$ cat src/rtl/pcs_pkg.sv
// constants and types shared by the chip-select port block
package pcs_pkg;

   // ************************************************************
   // register indices (byte address is four times the index)
   // ************************************************************
   localparam logic [7:0] IDX_EXTRA_IRQ_CONTROL = 8'hc0;
   localparam logic [7:0] IDX_CS_CFG_LOW        = 8'hc2;
   localparam logic [7:0] IDX_CS_CFG_HIGH       = 8'hc3;
   localparam logic [7:0] IDX_PORT_DATA         = 8'hd8;
   localparam logic [7:0] IDX_STROBE_POLARITY   = 8'hae;
   localparam logic [7:0] IDX_BIT_OP            = 8'hf8;
   localparam logic [7:0] IDX_BASE_LO [0:3]     = '{8'h84, 8'h94, 8'hac, 8'hb4};
   localparam logic [7:0] IDX_BASE_HI [0:3]     = '{8'h85, 8'h95, 8'had, 8'hb5};

   // ************************************************************
   // field positions
   // ************************************************************
   localparam int XI_IT_A  = 0;
   localparam int XI_IE_A  = 1;
   localparam int XI_EX_A  = 2;
   localparam int XI_PX_A  = 3;
   localparam int XI_IT_B  = 4;
   localparam int XI_IE_B  = 5;
   localparam int XI_EX_B  = 6;
   localparam int XI_PX_B  = 7;
   localparam int CFG_CMP_LSB    = 0;
   localparam int CFG_FUN_LSB    = 2;
   localparam int CFG_PIN_STRIDE = 4;
   localparam int POL_LSB        = 4;
   localparam int BITOP_VAL_POS  = 8;
   localparam logic [4:0] BITADDR_XCTRL_HI = 5'h18;  // bit addresses c0..c7

   // ************************************************************
   // reset values and fixed codes
   // ************************************************************
   localparam logic [7:0] RST_XCTRL     = 8'h00;
   localparam logic [7:0] RST_CS_CFG    = 8'h00;
   localparam logic [3:0] RST_PORT_DATA = 4'hf;
   localparam logic [3:0] RST_POLARITY  = 4'h0;
   localparam logic [7:0] RST_BASE      = 8'h00;
   localparam logic [7:0] VEC_IRQ_A     = 8'h33;
   localparam logic [7:0] VEC_IRQ_B     = 8'h3b;
   localparam logic [7:0] VEC_NONE      = 8'h00;
   localparam logic [1:0] RESP_OKAY     = 2'b00;
   localparam logic [1:0] RESP_SLVERR   = 2'b10;

   // ************************************************************
   // pin function and compare length codes
   // ************************************************************
   typedef enum logic [1:0] {
      PCS_FUN_GPIO = 2'b00,
      PCS_FUN_RD   = 2'b01,
      PCS_FUN_WR   = 2'b10,
      PCS_FUN_RDWR = 2'b11
   } pcs_fun_t;

   typedef enum logic [1:0] {
      PCS_CMP_A15_A0 = 2'b00,
      PCS_CMP_A15_A1 = 2'b01,
      PCS_CMP_A15_A2 = 2'b10,
      PCS_CMP_A15_A8 = 2'b11
   } pcs_cmp_t;

endpackage

$ cat src/rtl/pcs_port.sv
// four-pin chip-select / general I/O port with two extra external interrupts
`timescale 1ns/1ps
`default_nettype none

// Behaviour
// - each pin picks one of four modes
// - mode 00 is quasi-bidirectional general I/O
// - pins 2,3 feed extra interrupts in I/O
// - mode 01: read strobe on address match
// - mode 10: write strobe on address match
// - mode 11: read or write strobe
// - each pin has 16-bit base address pair
// - length 00 all bits, 01 ignores A0
// - length 10 ignores A1:A0, 11 compares A15:A8
// - high config: pin3 bits 7:4, pin2 3:0
// - low config: pin1 bits 7:4, pin0 3:0
// - two extra interrupts like core externals
// - interrupt control is bit-addressable at c0
// - per-interrupt high priority bit
// - interrupt taken only while enabled
// - edge mode: pending set, cleared on service
// - trigger bit set falling edge, clear level
// - strobes active low, polarity bit inverts
// - I/O pins driven from port data bits
module pcs_port (
   input  wire logic        mclk,
   input  wire logic        rst_n,
   input  wire logic [31:0] s_axi_awaddr,
   input  wire logic        s_axi_awvalid,
   output logic             s_axi_awready,
   input  wire logic [31:0] s_axi_wdata,
   input  wire logic [3:0]  s_axi_wstrb,
   input  wire logic        s_axi_wvalid,
   output logic             s_axi_wready,
   output logic [1:0]       s_axi_bresp,
   output logic             s_axi_bvalid,
   input  wire logic        s_axi_bready,
   input  wire logic [31:0] s_axi_araddr,
   input  wire logic        s_axi_arvalid,
   output logic             s_axi_arready,
   output logic [31:0]      s_axi_rdata,
   output logic [1:0]       s_axi_rresp,
   output logic             s_axi_rvalid,
   input  wire logic        s_axi_rready,
   input  wire logic [15:0] xbus_addr,
   input  wire logic        xbus_data_cycle,
   input  wire logic        xbus_rd_n,
   input  wire logic        xbus_wr_n,
   input  wire logic [3:0]  pin_in,
   output logic [3:0]       pin_out,
   output logic [3:0]       pin_oe,
   input  wire logic        irq_a_serviced,
   input  wire logic        irq_b_serviced,
   output logic             irq_a_req,
   output logic             irq_b_req,
   output logic             irq_a_high_priority,
   output logic             irq_b_high_priority,
   output logic [7:0]       irq_vector
);

   // ************************************************************
   // decode helpers
   // ************************************************************

   // word index of an address, with bit 8 set when the address is on the map grid
   function automatic logic [8:0] pcs_decode(input logic [31:0] a);
      logic [8:0] r;
      r = {1'b0, a[9:2]};
      if (a[1:0] == 2'b00 && a[31:10] == 22'h0) begin
         r[8] = 1'b1;
      end
      return r;
   endfunction

   // true when an index names a register of this block
   function automatic logic pcs_mapped(input logic [7:0] idx);
      logic m;
      m = (idx == pcs_pkg::IDX_EXTRA_IRQ_CONTROL) || (idx == pcs_pkg::IDX_CS_CFG_LOW)
          || (idx == pcs_pkg::IDX_CS_CFG_HIGH) || (idx == pcs_pkg::IDX_PORT_DATA)
          || (idx == pcs_pkg::IDX_STROBE_POLARITY) || (idx == pcs_pkg::IDX_BIT_OP);
      for (int i = 0; i < 4; i++) begin
         m = m || (idx == pcs_pkg::IDX_BASE_LO[i]) || (idx == pcs_pkg::IDX_BASE_HI[i]);
      end
      return m;
   endfunction

   // address bits that take part in the compare for each length code
   function automatic logic [15:0] pcs_cmp_mask(input logic [1:0] len);
      logic [15:0] m;
      case (len)
         pcs_pkg::PCS_CMP_A15_A0: m = 16'hffff;
         pcs_pkg::PCS_CMP_A15_A1: m = 16'hfffe;
         pcs_pkg::PCS_CMP_A15_A2: m = 16'hfffc;
         pcs_pkg::PCS_CMP_A15_A8: m = 16'hff00;
         default:                 m = 16'hffff;
      endcase
      return m;
   endfunction

   // ************************************************************
   // register state
   // ************************************************************
   logic [7:0]  cfg_reg [0:1];          // low pins, high pins
   logic [7:0]  base_lo_reg [0:3];
   logic [7:0]  base_hi_reg [0:3];
   logic [3:0]  port_data_reg;
   logic [3:0]  polarity_reg;
   logic [7:0]  xctrl_reg;              // pending bit positions unused here
   logic [1:0]  pending_reg;
   logic [1:0]  src_prev_reg;
   logic [3:0]  pin_out_reg;
   logic [3:0]  pin_oe_reg;
   logic [7:0]  irq_vector_reg;

   // ************************************************************
   // axi4-lite slave
   // ************************************************************
   logic        aw_hold_reg;
   logic [31:0] aw_addr_reg;
   logic        w_hold_reg;
   logic [31:0] w_data_reg;
   logic        w_lane0_reg;
   logic        bvalid_reg;
   logic [1:0]  bresp_reg;
   logic        rvalid_reg;
   logic [31:0] rdata_reg;
   logic [1:0]  rresp_reg;
   logic        wr_fire;
   logic [8:0]  wr_dec;
   logic [8:0]  rd_dec;
   logic        wr_ok;
   logic        wr_en;
   logic [7:0]  wr_idx;
   logic [7:0]  wr_byte;
   logic [7:0]  rd_byte;

   // handshake readies and response outputs
   assign s_axi_awready = ~aw_hold_reg & ~bvalid_reg;
   assign s_axi_wready  = ~w_hold_reg & ~bvalid_reg;
   assign s_axi_bvalid  = bvalid_reg;
   assign s_axi_bresp   = bresp_reg;
   assign s_axi_arready = ~rvalid_reg;
   assign s_axi_rvalid  = rvalid_reg;
   assign s_axi_rdata   = rdata_reg;
   assign s_axi_rresp   = rresp_reg;

   // write decode once both halves are held
   assign wr_fire = aw_hold_reg & w_hold_reg & ~bvalid_reg;
   assign wr_dec  = pcs_decode(aw_addr_reg);
   assign wr_idx  = wr_dec[7:0];
   assign wr_ok   = wr_dec[8] & pcs_mapped(wr_idx);
   assign wr_en   = wr_fire & wr_ok & w_lane0_reg;   // lane 0 strobe gates every write; the bit-op value rides in bit 8
   assign wr_byte = w_data_reg[7:0];
   assign rd_dec  = pcs_decode(s_axi_araddr);

   // address and data capture, in either order
   always_ff @(posedge mclk or negedge rst_n) begin
      if (!rst_n) begin
         aw_hold_reg <= 1'b0;
         aw_addr_reg <= 32'h0;
         w_hold_reg  <= 1'b0;
         w_data_reg  <= 32'h0;
         w_lane0_reg <= 1'b0;
      end else begin
         if (s_axi_awvalid && s_axi_awready) begin
            aw_hold_reg <= 1'b1;
            aw_addr_reg <= s_axi_awaddr;
         end else if (wr_fire) begin
            aw_hold_reg <= 1'b0;
         end
         if (s_axi_wvalid && s_axi_wready) begin
            w_hold_reg  <= 1'b1;
            w_data_reg  <= s_axi_wdata;
            w_lane0_reg <= s_axi_wstrb[0];
         end else if (wr_fire) begin
            w_hold_reg <= 1'b0;
         end
      end
   end

   // write response, slverr for unmapped addresses
   always_ff @(posedge mclk or negedge rst_n) begin
      if (!rst_n) begin
         bvalid_reg <= 1'b0;
         bresp_reg  <= pcs_pkg::RESP_OKAY;
      end else if (wr_fire) begin
         bvalid_reg <= 1'b1;
         bresp_reg  <= wr_ok ? pcs_pkg::RESP_OKAY : pcs_pkg::RESP_SLVERR;
      end else if (s_axi_bready) begin
         bvalid_reg <= 1'b0;
      end
   end

   // read data mux
   always_comb begin
      rd_byte = 8'h00;
      case (rd_dec[7:0])
         pcs_pkg::IDX_EXTRA_IRQ_CONTROL: begin
            rd_byte = xctrl_reg;
            rd_byte[pcs_pkg::XI_IE_A] = pending_reg[0];
            rd_byte[pcs_pkg::XI_IE_B] = pending_reg[1];
         end
         pcs_pkg::IDX_CS_CFG_LOW:      rd_byte = cfg_reg[0];
         pcs_pkg::IDX_CS_CFG_HIGH:     rd_byte = cfg_reg[1];
         pcs_pkg::IDX_PORT_DATA:       rd_byte = {4'h0, pin_in};   // reads pin levels
         pcs_pkg::IDX_STROBE_POLARITY: rd_byte = {polarity_reg, 4'h0};
         default: begin
            for (int i = 0; i < 4; i++) begin
               if (rd_dec[7:0] == pcs_pkg::IDX_BASE_LO[i]) begin
                  rd_byte = base_lo_reg[i];
               end
               if (rd_dec[7:0] == pcs_pkg::IDX_BASE_HI[i]) begin
                  rd_byte = base_hi_reg[i];
               end
            end
         end
      endcase
   end

   // read answer one cycle after the address is taken
   always_ff @(posedge mclk or negedge rst_n) begin
      if (!rst_n) begin
         rvalid_reg <= 1'b0;
         rdata_reg  <= 32'h0;
         rresp_reg  <= pcs_pkg::RESP_OKAY;
      end else if (s_axi_arvalid && s_axi_arready) begin
         rvalid_reg <= 1'b1;
         rdata_reg  <= (rd_dec[8] && pcs_mapped(rd_dec[7:0])) ? {24'h0, rd_byte} : 32'h0;
         rresp_reg  <= (rd_dec[8] && pcs_mapped(rd_dec[7:0])) ? pcs_pkg::RESP_OKAY
                                                              : pcs_pkg::RESP_SLVERR;
      end else if (s_axi_rready) begin
         rvalid_reg <= 1'b0;
      end
   end

   // ************************************************************
   // configuration registers
   // ************************************************************

   // mode and compare-length fields, two pins per byte
   always_ff @(posedge mclk or negedge rst_n) begin
      if (!rst_n) begin
         cfg_reg[0] <= pcs_pkg::RST_CS_CFG;
         cfg_reg[1] <= pcs_pkg::RST_CS_CFG;
      end else if (wr_en && wr_idx == pcs_pkg::IDX_CS_CFG_LOW) begin
         cfg_reg[0] <= wr_byte;
      end else if (wr_en && wr_idx == pcs_pkg::IDX_CS_CFG_HIGH) begin
         cfg_reg[1] <= wr_byte;
      end
   end

   // port data and strobe polarity
   always_ff @(posedge mclk or negedge rst_n) begin
      if (!rst_n) begin
         port_data_reg <= pcs_pkg::RST_PORT_DATA;
         polarity_reg  <= pcs_pkg::RST_POLARITY;
      end else if (wr_en && wr_idx == pcs_pkg::IDX_PORT_DATA) begin
         port_data_reg <= wr_byte[3:0];
      end else if (wr_en && wr_idx == pcs_pkg::IDX_STROBE_POLARITY) begin
         polarity_reg <= wr_byte[pcs_pkg::POL_LSB +: 4];
      end
   end

   // ************************************************************
   // per-pin address compare and strobe
   // ************************************************************
   logic [1:0] pin_fun [0:3];
   logic [3:0] strobe_on;

   generate
      for (genvar k = 0; k < 4; k++) begin : g_pin
         logic [15:0] base;
         logic [15:0] mask;
         logic        hit;

         // base address pair for this pin
         always_ff @(posedge mclk or negedge rst_n) begin
            if (!rst_n) begin
               base_lo_reg[k] <= pcs_pkg::RST_BASE;
               base_hi_reg[k] <= pcs_pkg::RST_BASE;
            end else if (wr_en && wr_idx == pcs_pkg::IDX_BASE_LO[k]) begin
               base_lo_reg[k] <= wr_byte;
            end else if (wr_en && wr_idx == pcs_pkg::IDX_BASE_HI[k]) begin
               base_hi_reg[k] <= wr_byte;
            end
         end

         // fields sit at the same place within each nibble
         assign pin_fun[k] = cfg_reg[k / 2][(k % 2) * pcs_pkg::CFG_PIN_STRIDE
                                            + pcs_pkg::CFG_FUN_LSB +: 2];
         assign mask = pcs_cmp_mask(cfg_reg[k / 2][(k % 2) * pcs_pkg::CFG_PIN_STRIDE
                                                   + pcs_pkg::CFG_CMP_LSB +: 2]);
         assign base = {base_hi_reg[k], base_lo_reg[k]};
         assign hit  = xbus_data_cycle && (((xbus_addr ^ base) & mask) == 16'h0000);

         // strobe follows the bus strobe chosen by the mode
         always_comb begin
            case (pin_fun[k])
               pcs_pkg::PCS_FUN_RD:   strobe_on[k] = hit & ~xbus_rd_n;
               pcs_pkg::PCS_FUN_WR:   strobe_on[k] = hit & ~xbus_wr_n;
               pcs_pkg::PCS_FUN_RDWR: strobe_on[k] = hit & (~xbus_rd_n | ~xbus_wr_n);
               default:               strobe_on[k] = 1'b0;
            endcase
         end

         // pin driver: quasi-bidirectional drives only a low, strobes drive always
         always_ff @(posedge mclk or negedge rst_n) begin
            if (!rst_n) begin
               pin_out_reg[k] <= 1'b1;
               pin_oe_reg[k]  <= 1'b0;
            end else if (pin_fun[k] == pcs_pkg::PCS_FUN_GPIO) begin
               pin_out_reg[k] <= port_data_reg[k];
               pin_oe_reg[k]  <= ~port_data_reg[k];
            end else begin
               pin_out_reg[k] <= polarity_reg[k] ? strobe_on[k] : ~strobe_on[k];
               pin_oe_reg[k]  <= 1'b1;
            end
         end
      end
   endgenerate

   assign pin_out = pin_out_reg;
   assign pin_oe  = pin_oe_reg;

   // ************************************************************
   // extra interrupt control
   // ************************************************************
   logic       xi_wr_en;
   logic [7:0] xi_wr_val;
   logic       bitop_hit;
   logic [1:0] routed;
   logic [1:0] edge_mode;
   logic [1:0] enabled;
   logic [1:0] src;
   logic [1:0] serviced;
   logic [1:0] sw_pend_wr;
   logic [1:0] sw_pend_val;

   // byte write or single-bit write through the bit-op register
   assign bitop_hit = wr_en && wr_idx == pcs_pkg::IDX_BIT_OP
                      && wr_byte[7:3] == pcs_pkg::BITADDR_XCTRL_HI;
   always_comb begin
      xi_wr_en  = 1'b0;
      xi_wr_val = xctrl_reg;
      xi_wr_val[pcs_pkg::XI_IE_A] = pending_reg[0];
      xi_wr_val[pcs_pkg::XI_IE_B] = pending_reg[1];
      if (wr_en && wr_idx == pcs_pkg::IDX_EXTRA_IRQ_CONTROL) begin
         xi_wr_en  = 1'b1;
         xi_wr_val = wr_byte;
      end else if (bitop_hit) begin
         xi_wr_en  = 1'b1;
         xi_wr_val[wr_byte[2:0]] = w_data_reg[pcs_pkg::BITOP_VAL_POS];
      end
   end

   // priority, enable and trigger-type bits
   always_ff @(posedge mclk or negedge rst_n) begin
      if (!rst_n) begin
         xctrl_reg <= pcs_pkg::RST_XCTRL;
      end else if (xi_wr_en) begin
         xctrl_reg <= xi_wr_val;
      end
   end

   assign enabled     = {xctrl_reg[pcs_pkg::XI_EX_B], xctrl_reg[pcs_pkg::XI_EX_A]};
   assign edge_mode   = {xctrl_reg[pcs_pkg::XI_IT_B], xctrl_reg[pcs_pkg::XI_IT_A]};
   assign src         = pin_in[3:2];
   assign serviced    = {irq_b_serviced, irq_a_serviced};
   assign sw_pend_wr  = {2{xi_wr_en}};
   assign sw_pend_val = {xi_wr_val[pcs_pkg::XI_IE_B], xi_wr_val[pcs_pkg::XI_IE_A]};
   // a pin reaches its interrupt only in I/O mode with the enable set
   assign routed = enabled & {pin_fun[3] == pcs_pkg::PCS_FUN_GPIO,
                              pin_fun[2] == pcs_pkg::PCS_FUN_GPIO};

   // previous pin level for falling-edge detection
   always_ff @(posedge mclk or negedge rst_n) begin
      if (!rst_n) begin
         src_prev_reg <= 2'b11;
      end else begin
         src_prev_reg <= src;
      end
   end

   // pending flags: edge sets win over service and software clears
   generate
      for (genvar j = 0; j < 2; j++) begin : g_irq
         always_ff @(posedge mclk or negedge rst_n) begin
            if (!rst_n) begin
               pending_reg[j] <= 1'b0;
            end else if (!edge_mode[j]) begin
               pending_reg[j] <= routed[j] & ~src[j];
            end else if (routed[j] && src_prev_reg[j] && !src[j]) begin
               pending_reg[j] <= 1'b1;
            end else if (serviced[j]) begin
               pending_reg[j] <= 1'b0;
            end else if (sw_pend_wr[j]) begin
               pending_reg[j] <= sw_pend_val[j];
            end
         end
      end
   endgenerate

   // requests to the interrupt controller
   assign irq_a_req           = pending_reg[0] & enabled[0];
   assign irq_b_req           = pending_reg[1] & enabled[1];
   assign irq_a_high_priority = xctrl_reg[pcs_pkg::XI_PX_A];
   assign irq_b_high_priority = xctrl_reg[pcs_pkg::XI_PX_B];

   // vector of the winning request: high level first, a before b
   always_ff @(posedge mclk or negedge rst_n) begin
      if (!rst_n) begin
         irq_vector_reg <= pcs_pkg::VEC_NONE;
      end else if (irq_a_req && (irq_a_high_priority || !(irq_b_req && irq_b_high_priority))) begin
         irq_vector_reg <= pcs_pkg::VEC_IRQ_A;
      end else if (irq_b_req) begin
         irq_vector_reg <= pcs_pkg::VEC_IRQ_B;
      end else begin
         irq_vector_reg <= pcs_pkg::VEC_NONE;
      end
   end

   assign irq_vector = irq_vector_reg;
endmodule

`default_nettype wire

$ cat config.mk
export PLATFORM = sky130hd
export DESIGN_NAME = pcs_port
export DESIGN_NICKNAME = d
export VERILOG_FILES = /design/src/rtl/pcs_pkg.sv /design/src/rtl/pcs_port.sv
export SDC_FILE = /design/constraint.sdc
export NUM_CORES = 1
export LEC_CHECK = 0
export ABC_AREA = 0
export ABC_CLOCK_PERIOD_IN_PS = 3250
export BUFFER_PORTS_ARGS = -buffer_cell sky130_fd_sc_hd__clkbuf_2
export CAP_MARGIN = 20
export CORE_ASPECT_RATIO = 0.9
export CORE_MARGIN = 2
export CORE_UTILIZATION = 27
export CTS_CLUSTER_DIAMETER = 40
export CTS_CLUSTER_SIZE = 24
export DETAILED_ROUTE_END_ITERATION = 16
export GPL_ROUTABILITY_DRIVEN = 0
export PLACE_DENSITY_LB_ADDON = 0.08
export SYNTH_ARGS = -nofsm -noshare
export SYNTH_HDL_FRONTEND = slang
export SYNTH_SLANG_ARGS = --single-unit
$ cat constraint.sdc
create_clock -name mclk -period 3.25 [get_ports mclk]
set_clock_uncertainty 0.2 [all_clocks]
set_input_delay 0.325 -clock mclk [delete_from_list [all_inputs] [get_ports mclk]]
set_output_delay 0.325 -clock mclk [all_outputs]
set_load 0.05 [all_outputs]
Word-level counts from Yosys, hierarchy flattened. Index checks and enable logic that the tools add are counted.

Bits in registers: 196. Bits in latches: 0. Memory bits (writable): 0. ROM bits: 0. Input port bits: 132. Output and inout port bits: 61. Logic and storage cells: 299. Memories: 0.

Add/subtract/negate cells: 0. Multiply operators: 0. Div/mod/pow operators: 0. Magnitude comparators: 2. Equal/unequal tests: 57. Shift operators: 0. Multiplexer cells: 58. Bitwise gates (word level): 55. Reductions and logical operators: 92.

Operators by type and width (number): 16-bit one-hot mux with 4 select lines (4); 8-bit equality test, second input constant (28); 8-bit 2-to-1 mux (11); 16-bit bitwise AND (4); 16-bit logical NOT (4); 16-bit XOR (4); 22-bit logical NOT (2); 8-bit one-hot mux with 5 select lines (1); 2-bit equality test, second input constant (16); 1-bit logical AND (32); 1-bit 2-to-1 mux (32); 1-bit logical OR (27); 1-bit bitwise AND (23); 1-bit NOT (22); 2-bit logical NOT (10); 2-bit AND reduction (9); 2-bit by 1-bit equality test with 1-bit output, second input constant (8); 6-bit 2-to-1 mux (2); 6-bit by 3-bit != test with 1-bit output, second input constant (2); 1-bit one-hot mux with 3 select lines (4); 2-bit nonzero test (5); 8-bit bitwise mux (1); 4-bit by 2-bit != test with 1-bit output, second input constant (2); 5-bit equality test, second input constant (1); 7 further kinds (10).

Longest topological paths before layout.
Word-level depth: 25. Mapped depth: 9. Depth with buffers taken out: 6.

Worst setup path after synthesis. No wires, ideal clock.

Path type: flip-flop to flip-flop. Start point: register aw_addr_reg[23]. End point: register base_lo_reg[11] (netlist bit). Library setup time: 125 ps. Arrival: 2508 ps. Required time: 2925 ps. Path slack: 418 ps. Cell stages (with the launch flop): 7. Buffers on the path: 1. Clock period less this slack: 2832 ps. Cell sequence: dfrtp_1 or4_1 or3_4 or3_1 buf_2 nor4_4 mux2_2.

Word-level cells in the longest chain between the ends: 7.

RTL lines: from (decl) (line pcs_port.sv:119) `logic [31:0] aw_addr_reg;`; from (signal assigned) (line pcs_port.sv:167) `aw_addr_reg <= s_axi_awaddr;`; 22-bit logical NOT (line pcs_port.sv:69) `if (a[1:0] == 2'b00 && a[31:10] == 22'h0) begin`; 1-bit logical AND (line pcs_port.sv:69); 1-bit 2-to-1 mux (line pcs_port.sv:69); 1-bit bitwise AND (line pcs_port.sv:151) `assign wr_ok = wr_dec[8] & pcs_mapped(wr_idx);`; 1-bit bitwise AND (2 in a row) (line pcs_port.sv:152) `assign wr_en = wr_fire & wr_ok & w_lane0_reg;`; 1-bit logical AND (line pcs_port.sv:281) `end else if (wr_en && wr_idx == pcs_pkg::IDX_BASE_LO[k]) begin`; to (signal, indexed assignment) (line pcs_port.sv:279) `base_lo_reg[k] <= pcs_pkg::RST_BASE;`; to (signal, indexed assignment) (line pcs_port.sv:282) `base_lo_reg[k] <= wr_byte;`; to (decl) (line pcs_port.sv:104) `logic [7:0] base_lo_reg [0:3];`.

No other way between the ends. A chain may end at the register's enable or synchronous reset.

Worst setup path after layout.
Start point: register aw_addr_reg[20]. End point: register port_data_reg[0].

Word-level cells in the longest chain between the ends: 7.

RTL lines: 22-bit logical NOT (line pcs_port.sv:69); 1-bit logical AND (line pcs_port.sv:69); 1-bit 2-to-1 mux (line pcs_port.sv:69); 1-bit bitwise AND (line pcs_port.sv:151); 1-bit bitwise AND (2 in a row) (line pcs_port.sv:152); 1-bit logical AND (line pcs_port.sv:257) `end else if (wr_en && wr_idx == pcs_pkg::IDX_PORT_DATA) begin`; to (signal assigned) (line pcs_port.sv:255) `port_data_reg <= pcs_pkg::RST_PORT_DATA;`; to (signal assigned) (line pcs_port.sv:258) `port_data_reg <= wr_byte[3:0];`; to (decl) (line pcs_port.sv:106) `logic [3:0] port_data_reg;`.

No other way between the ends.

==> metrics <==
final core utilization=between 30% and 40%; YS warnings=0; CTS max path bufs=2; critical path class=reg -> reg; WP data required=about 3400 ps; Crit Path Max Fanout=4; row count=63; Final Net Count=1165; largest net degree at the start of global routing=between 60 and 70; maximum achievable frequency=336 MHz; post-synthesis sequential area ratio=45.8%; FF-to-FF Start=aw_addr_reg[20]; Cells after Synth=roughly 840; synthesized flop and latch total=between 150 and 200; CP arrival=about 3100 ps; Max Cap Viol=0; Leakage=around 5.2 nW; ys async rst share=100%; Post-CTS Resized=0; Cell Pwr Density=around 550 nW/µm²; via/cell ratio=4.86; First-pass DRT Iterations=9; first-pass GRT wire length=around 45000 µm; CTS root buf=clkbuf_16; drt first-iter violations=~440; clock sinks=approximately 160; Main synth FF type=dfrtp_1; n_diodes=0; Tcrit/Tclk final=between 90% and 100%; H-tree levels=4; Final Hold Vio Count=0; Avg Cell Area, Syn=around 11 µm²; RSZ-0062 raised after global routing=false; chip height=roughly 180 µm; WL final=between 20000 and 30000 µm; Hold Slack=around 91 ps; Slew Limit Fails=0; number of global-route vias before repair=7065; Worst-Skew Late Latency=between 400 and 500 ps; DIE WIDTH=slightly below 200 µm; WL/cell=20.3 µm; Area Growth Syn to Fin=25.6%; EDFF count, synth=0; synthesized cell area=roughly 9000 µm²; # DRC=0; CTS tree=yes; Total GRT Usage=approximately 18%; Inserted Clock Buffers=17; Die Area=~35000 µm²; type of origin of the critical path=register; Worst-path clk slew=80 ps; Tightest Pin Transition=903 ps; # setup viols final=0; Total Power=about 0.0062 W; starting density of the core=between 20% and 30%; Setup crit end kind=register; fin cells=1468; relative slew slack=between 30% and 40%; Worst VDD drop=between 0.3 and 0.4 mV; via count=approximately 7000; Hold WC Path Type=in -> reg; hold_sp=pin_in[1]; layout cell share with drive strength beyond 1=a little over a third; initial antenna violation count=0; min Tclk post-route=about 3000 ps; core area=32900 µm²; final antenna-violating net count=0; dpl hpwl=between 20000 and 25000 µm; GRT overflow=0; TNS Setup=0 ps; I/O pins=about 190; Cell variety after synth=66; CP startpoint=aw_addr_reg[20]; Placed Cells=1387; number of port buffers=between 100 and 150; run status=completed
logic make-up (layout without fill, tap and decap cells):
logic type / count (synthesis) / in the layout / synth area share, %
AOI/OAI and AO/OA: 141 / 141 / 10.4
other: 1 / 29 / 0.0417
and+or+nand+nor: 225 / 225 / 13.8
xor gates and xnor gates: 69 / 69 / 6.72
muxes: 146 / 146 / 18.1
buffers and inverters: 90 / 272 / 5.15
DFF: 164 / 164 / 45.8
timing repair:
action	4_1_cts	5_1_grt
endpoints found under the hold margin	91	0
endpoints found under the setup margin	0	0
buffers inserted	0	0
hold buffers	49	0
cell usage in the layout, fill, tap and decap left out, types with 9 or more instances in the layout:
cell             n
a21oi_1         16
o21ai_0         47
dlygate4sd3_1   49
nor2_1          42
nand3_1         17
a31oi_1         11
inv_1           15
o22ai_1         10
nor4_1          24
a22oi_1         11
mux2i_1         11
nor3_1           9
mux2_2         135
dfrtp_1        154
nor2b_1         12
clkbuf_16       17
nand2b_1        16
clkbuf_2       136
nand3b_1        11
buf_4           37
nand2_1         49
xor2_1          48
conb_1          29
xnor2_1         21
dfstp_2         10
nand4_1         10
synth_stat cells (all sizes together) (5+ instances only):
library cell,count,share of area [%]
a22oi,11,0.92
mux2,135,17
nor2b,12,0.83
a21oi,16,0.89
a221oi,5,0.49
a32oi,6,0.58
dfstp,10,2.9
nand3b,11,0.92
nor2,42,1.8
o21ai,47,2.6
xnor2,21,2.0
buf,38,3.0
nor3,10,0.68
nand4,10,0.70
or3,7,0.54
nand2b,16,1.1
nand3,17,0.95
o22ai,10,0.70
inv,15,0.63
a31oi,11,0.77
nand2,49,2.0
mux2i,11,1.2
nor4,28,2.4
xor2,48,4.7
dfrtp,154,43
clkbuf,37,1.5
layer usage:
metal / up-vias / global-route usage, % / wire [µm]
met1: 3556 / 25.7 / 14800
li1: 3387 / - / -
met4: 0 / 4.64 / 396
met5: - / 0 / 0
met3: 18 / 2.80 / 1170
met2: 176 / 27.3 / 13400
worst max-delay path, cell delays in order, from the launching register on:
cell,delay (ps)
dfrtp_1,370
or4_1,590
or3_4,420
or3_1,480
nor4_4,290
buf_4,200
mux2_2,340
final cells by class:
cell class	instances	area, µm²
timing repair buffer	225	1500
clock buffer	17	425
clock inverter	15	153
sequential	164	4120
fill	3340	21600
inverter	15	56.3
tap	422	528
multi-input combinational	610	4520
worst paths after layout:
check | slack [ps] | cells past startpoint | to
worst max-delay path | 270 | 6 | port_data_reg[0]
worst min register to register | 260 | 1 | pin_oe[2]
worst max register to register | 270 | 6 | port_data_reg[0]
max in group asynchronous | 1840 | 3 | port_data_reg[1]
worst min-delay path | 90 | 4 | s_axi_rdata[1]
min in group asynchronous | 180 | 2 | irq_vector[4]
metrics by stage:
| step | setup WS (ps) | instance area, µm² |
|---|---|---|
| floorplan | 418 | 9100 |
| global placement | 310 | 10200 |
| detailed placement | 287 | 10200 |
| CTS | 244 | 11300 |
| global route | 173 | 11300 |
| finish | 269 | 11300 |
power breakdown:
group	total (W)	internal (W)	switching (W)
Sequential	0.00273	0.00233	0.000399
Clock	0.00203	0.00103	0.00100
Combinational	0.00143	0.000601	0.000830
Total	0.00619	0.00396	0.00223
No activity file was read; power rests on OpenSTA's default activity.
